[config.mk]
export PLATFORM = sky130hd
export DESIGN_NAME = downstream_port_power_role_ctrl
export DESIGN_NICKNAME = d
export VERILOG_FILES = /design/src/port_power_role_pkg.sv /design/src/downstream_port_power_role_ctrl.sv /design/src/sync_bank.sv
export SDC_FILE = /design/constraint.sdc
export NUM_CORES = 1
export LEC_CHECK = 0
export BUFFER_PORTS_ARGS = -buffer_cell sky130_fd_sc_hd__buf_2
export CORE_AREA = 10 10 84 79
export CTS_CLUSTER_SIZE = 28
export DETAILED_ROUTE_END_ITERATION = 7
export DIE_AREA = 0 0 94 89
export PLACE_DENSITY = 0.7
export SLEW_MARGIN = 20
export SYNTH_ARGS = -nofsm -noshare
export SYNTH_HDL_FRONTEND = slang
export SYNTH_HIERARCHICAL = 1
export SYNTH_SLANG_ARGS = --single-unit
[constraint.sdc]
create_clock -name clk -period 1.9 [get_ports clk]
set_clock_uncertainty 0.05 [all_clocks]
set_input_delay 0.095 -clock clk [delete_from_list [all_inputs] [get_ports clk]]
set_output_delay 0.095 -clock clk [all_outputs]
set_load 0.05 [all_outputs]
[src/port_power_role_pkg.sv]
// Shared constants and types for downstream port power and role control.
package port_power_role_pkg;

	// ------------------------------------------------------------
	// Sizes
	// ------------------------------------------------------------
	// Number of downstream power/overcurrent pins.
	localparam int unsigned NUM_PORTS = 6;
	// Width of the synchroniser bank: six port pins, ganged pin, role select.
	localparam int unsigned SYNC_WIDTH = 8;
	// Bit position of the ganged pin inside the synchroniser bank.
	localparam int unsigned SYNC_GANG_POS = 6;
	// Bit position of the role select inside the synchroniser bank.
	localparam int unsigned SYNC_ROLE_POS = 7;

	// ------------------------------------------------------------
	// Reset values
	// ------------------------------------------------------------
	// Pins idle high under their pull-ups, role select idles low.
	localparam logic [SYNC_WIDTH-1:0] SYNC_RESET = 8'h7F;
	// Role indicator after reset shows the default arrangement.
	localparam logic ROLE_IND_RESET = 1'h0;
	// Level that the driven pin and its data output take.
	localparam logic PIN_DRIVE_LEVEL = 1'h0;

	// ------------------------------------------------------------
	// Timing
	// ------------------------------------------------------------
	// Clock period in nanoseconds.
	localparam int unsigned CLK_PERIOD_NS = 10;
	// Settle time after a pin is released before its level is trusted.
	localparam int unsigned OC_BLANK_NS = 30;
	// Settle time in cycles, rounded up; three cycles for 30 ns.
	localparam int unsigned OC_BLANK_CYCLES_INT =
		(OC_BLANK_NS + CLK_PERIOD_NS - 1) / CLK_PERIOD_NS;
	localparam logic [2:0] OC_BLANK_CYCLES = 3'(OC_BLANK_CYCLES_INT);

	// ------------------------------------------------------------
	// Types
	// ------------------------------------------------------------
	// Port role arrangement, one-hot.
	typedef enum logic [1:0] {
		ROLE_DEFAULT = 2'h1,
		ROLE_FLEXED = 2'h2
	} role_t;

	// Drive level and output enable of one open-drain pin.
	typedef struct packed {
		logic o;
		logic oe;
	} od_drive_t;

	// Overcurrent status of the downstream ports.
	typedef struct packed {
		logic [NUM_PORTS-1:0] level;
		logic [NUM_PORTS-1:0] event_pulse;
	} oc_status_t;

endpackage : port_power_role_pkg

[src/downstream_port_power_role_ctrl.sv]
// Downstream port power enable, overcurrent sense and port role swap control.
`timescale 1ns/1ps
`default_nettype none

module downstream_port_power_role_ctrl (
	input wire logic clk,
	input wire logic rst,
	// Per-port enable from configuration or host command, high enables.
	input wire logic [port_power_role_pkg::NUM_PORTS-1:0] port_enable,
	// High selects ganged power control.
	input wire logic ganged_mode,
	// Per-port open-drain pins.
	input wire logic [port_power_role_pkg::NUM_PORTS-1:0] port_power_oc_pin_i,
	output logic [port_power_role_pkg::NUM_PORTS-1:0] port_power_oc_pin_o,
	output logic [port_power_role_pkg::NUM_PORTS-1:0] port_power_oc_pin_oe,
	// Shared open-drain pin used in ganged mode.
	input wire logic ganged_power_pin_i,
	output logic ganged_power_pin_o,
	output logic ganged_power_pin_oe,
	// Role swap request and indicator.
	input wire logic role_swap_select,
	output logic role_swap_indicator,
	// High while port 0 serves as upstream port.
	output logic port0_upstream,
	// High while port 1 serves as upstream port.
	output logic port1_upstream,
	// Overcurrent levels and one-cycle rising-edge events per port.
	output var port_power_role_pkg::oc_status_t oc_status
);

	// ------------------------------------------------------------
	// Input synchronisation
	// ------------------------------------------------------------
	// Raw pin levels gathered for the synchroniser bank.
	logic [port_power_role_pkg::SYNC_WIDTH-1:0] raw_inputs;
	// Synchronised copies.
	logic [port_power_role_pkg::SYNC_WIDTH-1:0] synced_inputs;
	// Synchronised per-port pin levels.
	logic [port_power_role_pkg::NUM_PORTS-1:0] port_pin_sync;
	// Synchronised ganged pin level.
	logic gang_pin_sync;
	// Synchronised role select.
	logic role_select_sync;

	assign raw_inputs = {role_swap_select, ganged_power_pin_i, port_power_oc_pin_i};

	// Every sensed pin and the role select pass two flops first.
	sync_bank #(
		.WIDTH(port_power_role_pkg::SYNC_WIDTH),
		.RESET_VALUE(port_power_role_pkg::SYNC_RESET)
	) u_sync (
		.clk(clk),
		.rst(rst),
		.async_in(raw_inputs),
		.sync_out(synced_inputs)
	);

	assign port_pin_sync = synced_inputs[port_power_role_pkg::NUM_PORTS-1:0];
	assign gang_pin_sync = synced_inputs[port_power_role_pkg::SYNC_GANG_POS];
	assign role_select_sync = synced_inputs[port_power_role_pkg::SYNC_ROLE_POS];

	// ------------------------------------------------------------
	// Pin drive
	// ------------------------------------------------------------
	// Registered drive for each port pin and for the ganged pin.
	port_power_role_pkg::od_drive_t [port_power_role_pkg::NUM_PORTS-1:0] port_drive_ff;
	port_power_role_pkg::od_drive_t gang_drive_ff;
	// Any port enabled keeps the shared supply on in ganged mode.
	logic any_enabled;

	assign any_enabled = |port_enable;

	// An enabled port releases its pin so the pull-up turns power on;
	// a disabled port drives its pin low. In ganged mode the per-port
	// pins are released and the shared pin carries the control instead.
	always_ff @(posedge clk) begin
		if (rst) begin
			for (int p = 0; p < port_power_role_pkg::NUM_PORTS; p++) begin
				port_drive_ff[p].o <= port_power_role_pkg::PIN_DRIVE_LEVEL;
				port_drive_ff[p].oe <= 1'h1;
			end
			gang_drive_ff.o <= port_power_role_pkg::PIN_DRIVE_LEVEL;
			gang_drive_ff.oe <= 1'h0;
		end else begin
			for (int p = 0; p < port_power_role_pkg::NUM_PORTS; p++) begin
				port_drive_ff[p].o <= port_power_role_pkg::PIN_DRIVE_LEVEL;
				if (ganged_mode) begin
					// Individual pins are idle while the shared pin rules.
					port_drive_ff[p].oe <= 1'h0;
				end else if (port_enable[p]) begin
					// Released: pull-up enables the external switch.
					port_drive_ff[p].oe <= 1'h0;
				end else begin
					// Disabled: drive low to remove port power.
					port_drive_ff[p].oe <= 1'h1;
				end
			end
			gang_drive_ff.o <= port_power_role_pkg::PIN_DRIVE_LEVEL;
			// Shared pin is driven low only when every port is off.
			gang_drive_ff.oe <= ganged_mode && !any_enabled;
		end
	end

	// Unpack registered drive onto the pin ports.
	always_comb begin
		for (int p = 0; p < port_power_role_pkg::NUM_PORTS; p++) begin
			port_power_oc_pin_o[p] = port_drive_ff[p].o;
			port_power_oc_pin_oe[p] = port_drive_ff[p].oe;
		end
	end

	// The board must wire every switch to the shared pin for this to hold.
	assign ganged_power_pin_o = gang_drive_ff.o;
	assign ganged_power_pin_oe = gang_drive_ff.oe;

	// ------------------------------------------------------------
	// Overcurrent sense
	// ------------------------------------------------------------
	// Cycles each pin has been released; saturates at the settle count.
	logic [2:0] settle_ff [port_power_role_pkg::NUM_PORTS];
	// Pin level seen for each port, from its own pin or the shared pin.
	logic [port_power_role_pkg::NUM_PORTS-1:0] sensed_level;
	// Pin currently released by this block, per port.
	logic [port_power_role_pkg::NUM_PORTS-1:0] released;
	// Overcurrent level registers and one-cycle event pulse registers.
	logic [port_power_role_pkg::NUM_PORTS-1:0] oc_level_ff;
	logic [port_power_role_pkg::NUM_PORTS-1:0] oc_event_ff;

	// Choose the sensed pin for a port: the shared pin in ganged mode.
	function automatic logic pick_level(input logic gang, input logic own, input logic shared);
		pick_level = gang ? shared : own;
	endfunction : pick_level

	always_comb begin
		for (int p = 0; p < port_power_role_pkg::NUM_PORTS; p++) begin
			sensed_level[p] = pick_level(ganged_mode, port_pin_sync[p], gang_pin_sync);
			released[p] = port_enable[p] &&
				!(ganged_mode ? gang_drive_ff.oe : port_drive_ff[p].oe);
		end
	end

	// A just-released pin still reads the low we drove through the
	// synchroniser, so it is blanked until the settle count is reached.
	always_ff @(posedge clk) begin
		if (rst) begin
			for (int p = 0; p < port_power_role_pkg::NUM_PORTS; p++) begin
				settle_ff[p] <= 3'h0;
			end
		end else begin
			for (int p = 0; p < port_power_role_pkg::NUM_PORTS; p++) begin
				if (!released[p]) begin
					settle_ff[p] <= 3'h0;
				end else if (settle_ff[p] != port_power_role_pkg::OC_BLANK_CYCLES) begin
					settle_ff[p] <= settle_ff[p] + 3'h1;
				end
			end
		end
	end

	// Low on a settled, enabled pin is overcurrent; an event pulses on
	// the rising edge of that level.
	always_ff @(posedge clk) begin
		if (rst) begin
			oc_level_ff <= '0;
			oc_event_ff <= '0;
		end else begin
			for (int p = 0; p < port_power_role_pkg::NUM_PORTS; p++) begin
				if (released[p] && settle_ff[p] == port_power_role_pkg::OC_BLANK_CYCLES) begin
					oc_level_ff[p] <= !sensed_level[p];
					oc_event_ff[p] <= !sensed_level[p] && !oc_level_ff[p];
				end else begin
					// Disabled or settling ports report no overcurrent.
					oc_level_ff[p] <= 1'h0;
					oc_event_ff[p] <= 1'h0;
				end
			end
		end
	end

	assign oc_status.level = oc_level_ff;
	assign oc_status.event_pulse = oc_event_ff;

	// ------------------------------------------------------------
	// Role swap
	// ------------------------------------------------------------
	// Current role arrangement.
	port_power_role_pkg::role_t role_ff;
	// Role indicator register.
	logic role_ind_ff;

	// The arrangement follows the synchronised select level directly.
	always_ff @(posedge clk) begin
		if (rst) begin
			role_ff <= port_power_role_pkg::ROLE_DEFAULT;
		end else if (role_select_sync) begin
			role_ff <= port_power_role_pkg::ROLE_FLEXED;
		end else begin
			role_ff <= port_power_role_pkg::ROLE_DEFAULT;
		end
	end

	// Indicator is taken from the state in effect, not from the pin,
	// so it never runs ahead of the actual arrangement.
	always_ff @(posedge clk) begin
		if (rst) begin
			role_ind_ff <= port_power_role_pkg::ROLE_IND_RESET;
		end else begin
			unique case (role_ff)
				port_power_role_pkg::ROLE_DEFAULT: begin
					role_ind_ff <= 1'h0;
				end
				port_power_role_pkg::ROLE_FLEXED: begin
					role_ind_ff <= 1'h1;
				end
				default: begin
					role_ind_ff <= port_power_role_pkg::ROLE_IND_RESET;
				end
			endcase
		end
	end

	assign role_swap_indicator = role_ind_ff;
	// Port roles decoded from the state in effect.
	assign port0_upstream = (role_ff == port_power_role_pkg::ROLE_DEFAULT);
	assign port1_upstream = (role_ff == port_power_role_pkg::ROLE_FLEXED);

endmodule : downstream_port_power_role_ctrl

`default_nettype wire

[src/sync_bank.sv]
// Two-stage synchroniser bank with a constant reset value.
`timescale 1ns/1ps
`default_nettype none

module sync_bank #(
	parameter int unsigned WIDTH = 8,
	parameter logic [WIDTH-1:0] RESET_VALUE = '0
) (
	input wire logic clk,
	input wire logic rst,
	input wire logic [WIDTH-1:0] async_in,
	output logic [WIDTH-1:0] sync_out
);

	// ------------------------------------------------------------
	// Stages
	// ------------------------------------------------------------
	// First stage is read only by the second stage.
	logic [WIDTH-1:0] meta_ff;
	// Second stage feeds the rest of the block.
	logic [WIDTH-1:0] sync_ff;

	// Both stages reset to a constant so no pin value leaks into reset.
	always_ff @(posedge clk) begin
		if (rst) begin
			meta_ff <= RESET_VALUE;
			sync_ff <= RESET_VALUE;
		end else begin
			meta_ff <= async_in;
			sync_ff <= meta_ff;
		end
	end

	assign sync_out = sync_ff;

endmodule : sync_bank

`default_nettype wire

# == Word-level counts from Yosys, hierarchy flattened ==
# Memory sizes are Yosys's and may differ from the RTL's.
# Index checks and enable logic that the tools add are counted.
# W data, S select, Z words.
# word_totals
register_bits,45
latch_bits,0
ram_bits,18
rom_bits,0
out_inout_bits,29
word_cells,196
n_memories,1
# mem_list
memory,depth,word_bits,rd,rd_clocked_by_memory_dff,wr,line_no,rtl
settle_ff,6,3,6,0,6,downstream_port_power_role_ctrl.sv:120,logic [2:0] settle_ff [port_power_role_pkg::NUM_PORTS];
# op_classes
addsub,6
n_mul,0
n_div,0
n_lt_le_gt_ge,0
n_eq_ne,14
n_shift,0
muxes,82
bitwise,18
reduce_logical,45
# op_table
cell,count
$mux W1,69
$mux W3,12
$logic_and A1 B1 Y1,19
$logic_not A1 Y1,19
$add A3 B1 Y3 const B,6
$eq A3 B2 Y1 const B,6
$ne A3 B2 Y1 const B,6
$or A1 B1 Y1,12
$reduce_or A2 Y1,6
$not A1 Y1,6
$reduce_or A6 Y1,1
$eq A2 B1 Y1 const B,1
$eq A2 B2 Y1 const B,1
$mux W2,1

# == Longest topological paths before layout ==
# depth
word_depth,8
depth_mapped,4
depth_no_buf,4

# == Modules after synthesis ==
# Netlist, hierarchy kept.
# by_module_without_submodules
mod,instances,cells_per_inst,area_per_inst_um2,seq_area_each_um2
downstream_port_power_role_ctrl,1,150,1878.1,980.9
sync_bank,1,33,436.7,320.3

# == Worst setup path before layout ==
# No wires, ideal clock.
# synth_path
path_type,reg2reg
start,register gang_drive_ff (netlist bit ganged_power_pin_oe)
end,"memory settle_ff[0][0], enable pin"
arrival_ns,1.135
slack_ns,0.414
stages_incl_launch_ff,3
n_path_buf,0
cell_sequence,dfxtp_1 -> mux2_4 -> or2_1
# synth_lines
element,line_no,rtl
start: declaration,downstream_port_power_role_ctrl.sv:67,port_power_role_pkg::od_drive_t gang_drive_ff;
end: declaration,downstream_port_power_role_ctrl.sv:120,

==> flow_metrics.tcl <==
set metrics [dict create \
    status "finished, final reports clean" \
    io_buffer_count 38 \
    p_total_w 0.00238 \
    path_class "reg2reg" \
    hold_viol_final 0 \
    die_area_mm2 0.00837 \
    slowest_delay_ps 410 \
    maxCapViolCount 0 \
    numCtsBuffers 5 \
    ys_seq_area_share_pct 56.2 \
    rsz0062_at_grt "false" \
    rr_endpoint "settle_ff[1][0]$_SDFFCE_PN0P_" \
    core_area_mm2 0.00500 \
    rows 25 \
    die_width_um 94 \
    ff2ff_setup_slack_ps 350 \
    met3WireLength_um 246 \
    postSynthCellCount 183 \
    powerDensity_mw_per_mm2 846 \
    wirelength_um 3860 \
    root_buffer "clkbuf_8" \
    maxSlewHeadroom_pct 65.9 \
    antenna_found_initial 0 \
    vias 1417 \
    vdd_drop_max_uv 394 \
    setup_slack_ps 352 \
    ctsResizeCount 0 \
    cp.depth 4 \
    dp_hpwl_um 2790 \
    reg2regPathDepth 4 \
    fmax_mhz 646 \
    die_height_um 89 \
    wl_met2_um 1800 \
    leakage_nw 1.18 \
    clk_pin_slew_ps 100 \
    dp_slack_ps 367 \
    synth_area_mm2 0.00231 \
    drtAntennaViolNets 0 \
    htree_levels 2 \
    worstPathArrival_ps 1510 \
    ys_ff_latch 56 \
    synth_cell_type_count 24 \
    first_iter_violations 32 \
    maxUsedRoutingLayer "met4" \
    endpoint_kind "register" \
    ys_warn_count 6 \
    diodes 0 \
    min_period_over_period_pct 81.5 \
    drv_slew 0 \
    multiInputGateArea_um2 897 \
    grt-ovfl-total 0 \
    seq_area_mm2 0.00130 \
    syn_avg_cell_area_um2 12.6 \
    cp_slowest_cell "edfxtp_1" \
    crit_path_max_fanout 4 \
    ios 46 \
    layout.nets 266 \
    final_layout_size_suffix_gt1_share_pct 31.1 \
    drtPass1Iterations 4 \
    crit_family "adder cells" \
    clock_latency_ps 300 \
    r2r-start "settle_ff[1][0]$_SDFFCE_PN0P_" \
    hold_path_class "in2reg" \
    drt-met1-wl_um 1780 \
    viasPerCell 4.65 \
    tightest_slew_ps 512 \
    place.gp.congestion 0.697 \
    worstHoldStart "ganged_mode" \
    track_usage_pct 10.0 \
    fin_tns_setup_ps 0 \
    wl_per_cell_um 12.7 \
    start_util_pct 46.3 \
    area_growth_pct 21.4 \
    critPathBufInv 0 \
    critPathLaunchType "register" \
    worstPathRequired_ps 1870 \
    setup_viol 0 \
    crit_chain "ha_1, ha_1, nand3b_1, or2_1" \
    cts_buffer_depth 2 \
    drc_errors 0 \
    cpMostUsedCell "ha_1" \
    layout_min_cycle_time_ps 1550 \
    grt_pass1_vias 1443 \
    whs_endpoint "port_power_oc_pin_oe[5]$_SDFF_PP1_" \
    grt_pass1_wl_um 6680 \
    n_fill_cell 434 \
    hold_depth 2 \
    cts_tree "done" \
    grt_max_degree 40 \
    cts.sinks 56 \
]
final cells by class:
class	count	share of cell area (%)
repair buffers	53	12.0
flip-flops and latches	56	46.3
multi-input cells	109	31.9
inverters	12	1.60
well taps	67	2.98
clock buffers	8	5.12
cells in the mapped netlist:
library cell / n / area [um^2]
nor2_1: 1 / 3.75
nor3_2: 3 / 30.0
conb_1: 1 / 3.75
or2_1: 16 / 100
nand2b_1: 7 / 43.8
nand2_1: 1 / 3.75
inv_1: 12 / 45.0
clkbuf_1: 2 / 7.51
nor4_1: 19 / 119
mux2_4: 9 / 135
and2b_2: 2 / 17.5
buf_6: 3 / 33.8
nor4_2: 6 / 75.1
nand3b_1: 6 / 45.0
nor2b_1: 3 / 18.8
edfxtp_1: 18 / 541
dfxtp_1: 38 / 761
nor3_1: 3 / 15.0
and4b_1: 1 / 10.0
mux2_2: 3 / 33.8
ha_1: 12 / 150
o21bai_1: 6 / 45.0
or2_2: 4 / 25.0
buf_4: 7 / 52.6
cells in the final DEF, fill, tap and decap left out, drive strengths merged, types with 7 or more instances in the layout:
| cell | instances |
|---|---|
| conb | 7 |
| edfxtp | 18 |
| buf | 39 |
| dfxtp | 38 |
| mux2 | 12 |
| nor4 | 25 |
| dlygate4sd3 | 14 |
| or2 | 20 |
| nand2b | 7 |
| clkbuf | 8 |
| inv | 12 |
| ha | 12 |
metal layers:
layer  GRT usage, %  vias to the layer above
met5              0                        -
met4           3.72                        0
met1           11.6                      631
li1               -                      749
met3           4.11                        6
met2           16.3                       31
power by group:
group / leakage (nW) / internal (W) / switching (W)
Sequential: 0.531 / 0.00126 / 0.0000137
Clock: 0.0729 / 0.000500 / 0.000370
Combinational: 0.571 / 0.0000890 / 0.000140
Total: 1.18 / 0.00185 / 0.000524
metrics by stage:
stage	cell area [um^2]	instances	hold slack [ps]	util, %
6_report	2810	305	193	56.1
5_1_grt	2810	305	214	56.1
4_1_cts	2810	305	187	56.1
3_5_place_dp	2520	283	224	50.4
3_3_place_gp	2520	283	221	50.4
2_1_floorplan	2340	189	136	-
timing repair:
| item | CTS | global route |
|---|---|---|
| endpoints found under the setup margin | 0 | 0 |
| hold endpoints to repair | 14 | 0 |
| buffers inserted | 0 | 0 |
| hold buffers | 14 | 0 |
sequential cells by signal (all words and copies together), names as in the netlist:
signal,count
ganged_power_pin_oe,1
oc_event_ff,6
oc_level_ff,6
port_power_oc_pin_oe,6
role_ff,2
role_swap_indicator,1
settle_ff,18
u_sync/meta_ff,8
u_sync/sync_out,8
worst max-delay path by stage:
stage	from	endpoint	slack, ps
after floorplan	ganged_power_pin_oe$_SDFF_PP0_	settle_ff[0][0]$_SDFFCE_PN0P_	410
after global placement	settle_ff[2][0]$_SDFFCE_PN0P_	settle_ff[2][1]$_SDFFCE_PN0P_	380
after detailed placement	settle_ff[1][0]$_SDFFCE_PN0P_	settle_ff[1][1]$_SDFFCE_PN0P_	370
after CTS	settle_ff[1][0]$_SDFFCE_PN0P_	settle_ff[1][0]$_SDFFCE_PN0P_	350
after global routing	settle_ff[1][0]$_SDFFCE_PN0P_	settle_ff[1][2]$_SDFFCE_PN0P_	270
final	settle_ff[1][0]$_SDFFCE_PN0P_	settle_ff[1][0]$_SDFFCE_PN0P_	350
cells by family after synthesis:
| kind of cell | after synthesis | share of synthesized area, % |
|---|---|---|
| other cells | 1 | 0.162 |
| buf+inv | 24 | 6.00 |
| fa+ha+maj | 12 | 6.49 |
| mux | 12 | 7.30 |
| simple gates | 72 | 21.9 |
| flops | 56 | 56.2 |
| compound gates | 6 | 1.95 |
No activity file was read; power rests on OpenSTA's default activity.
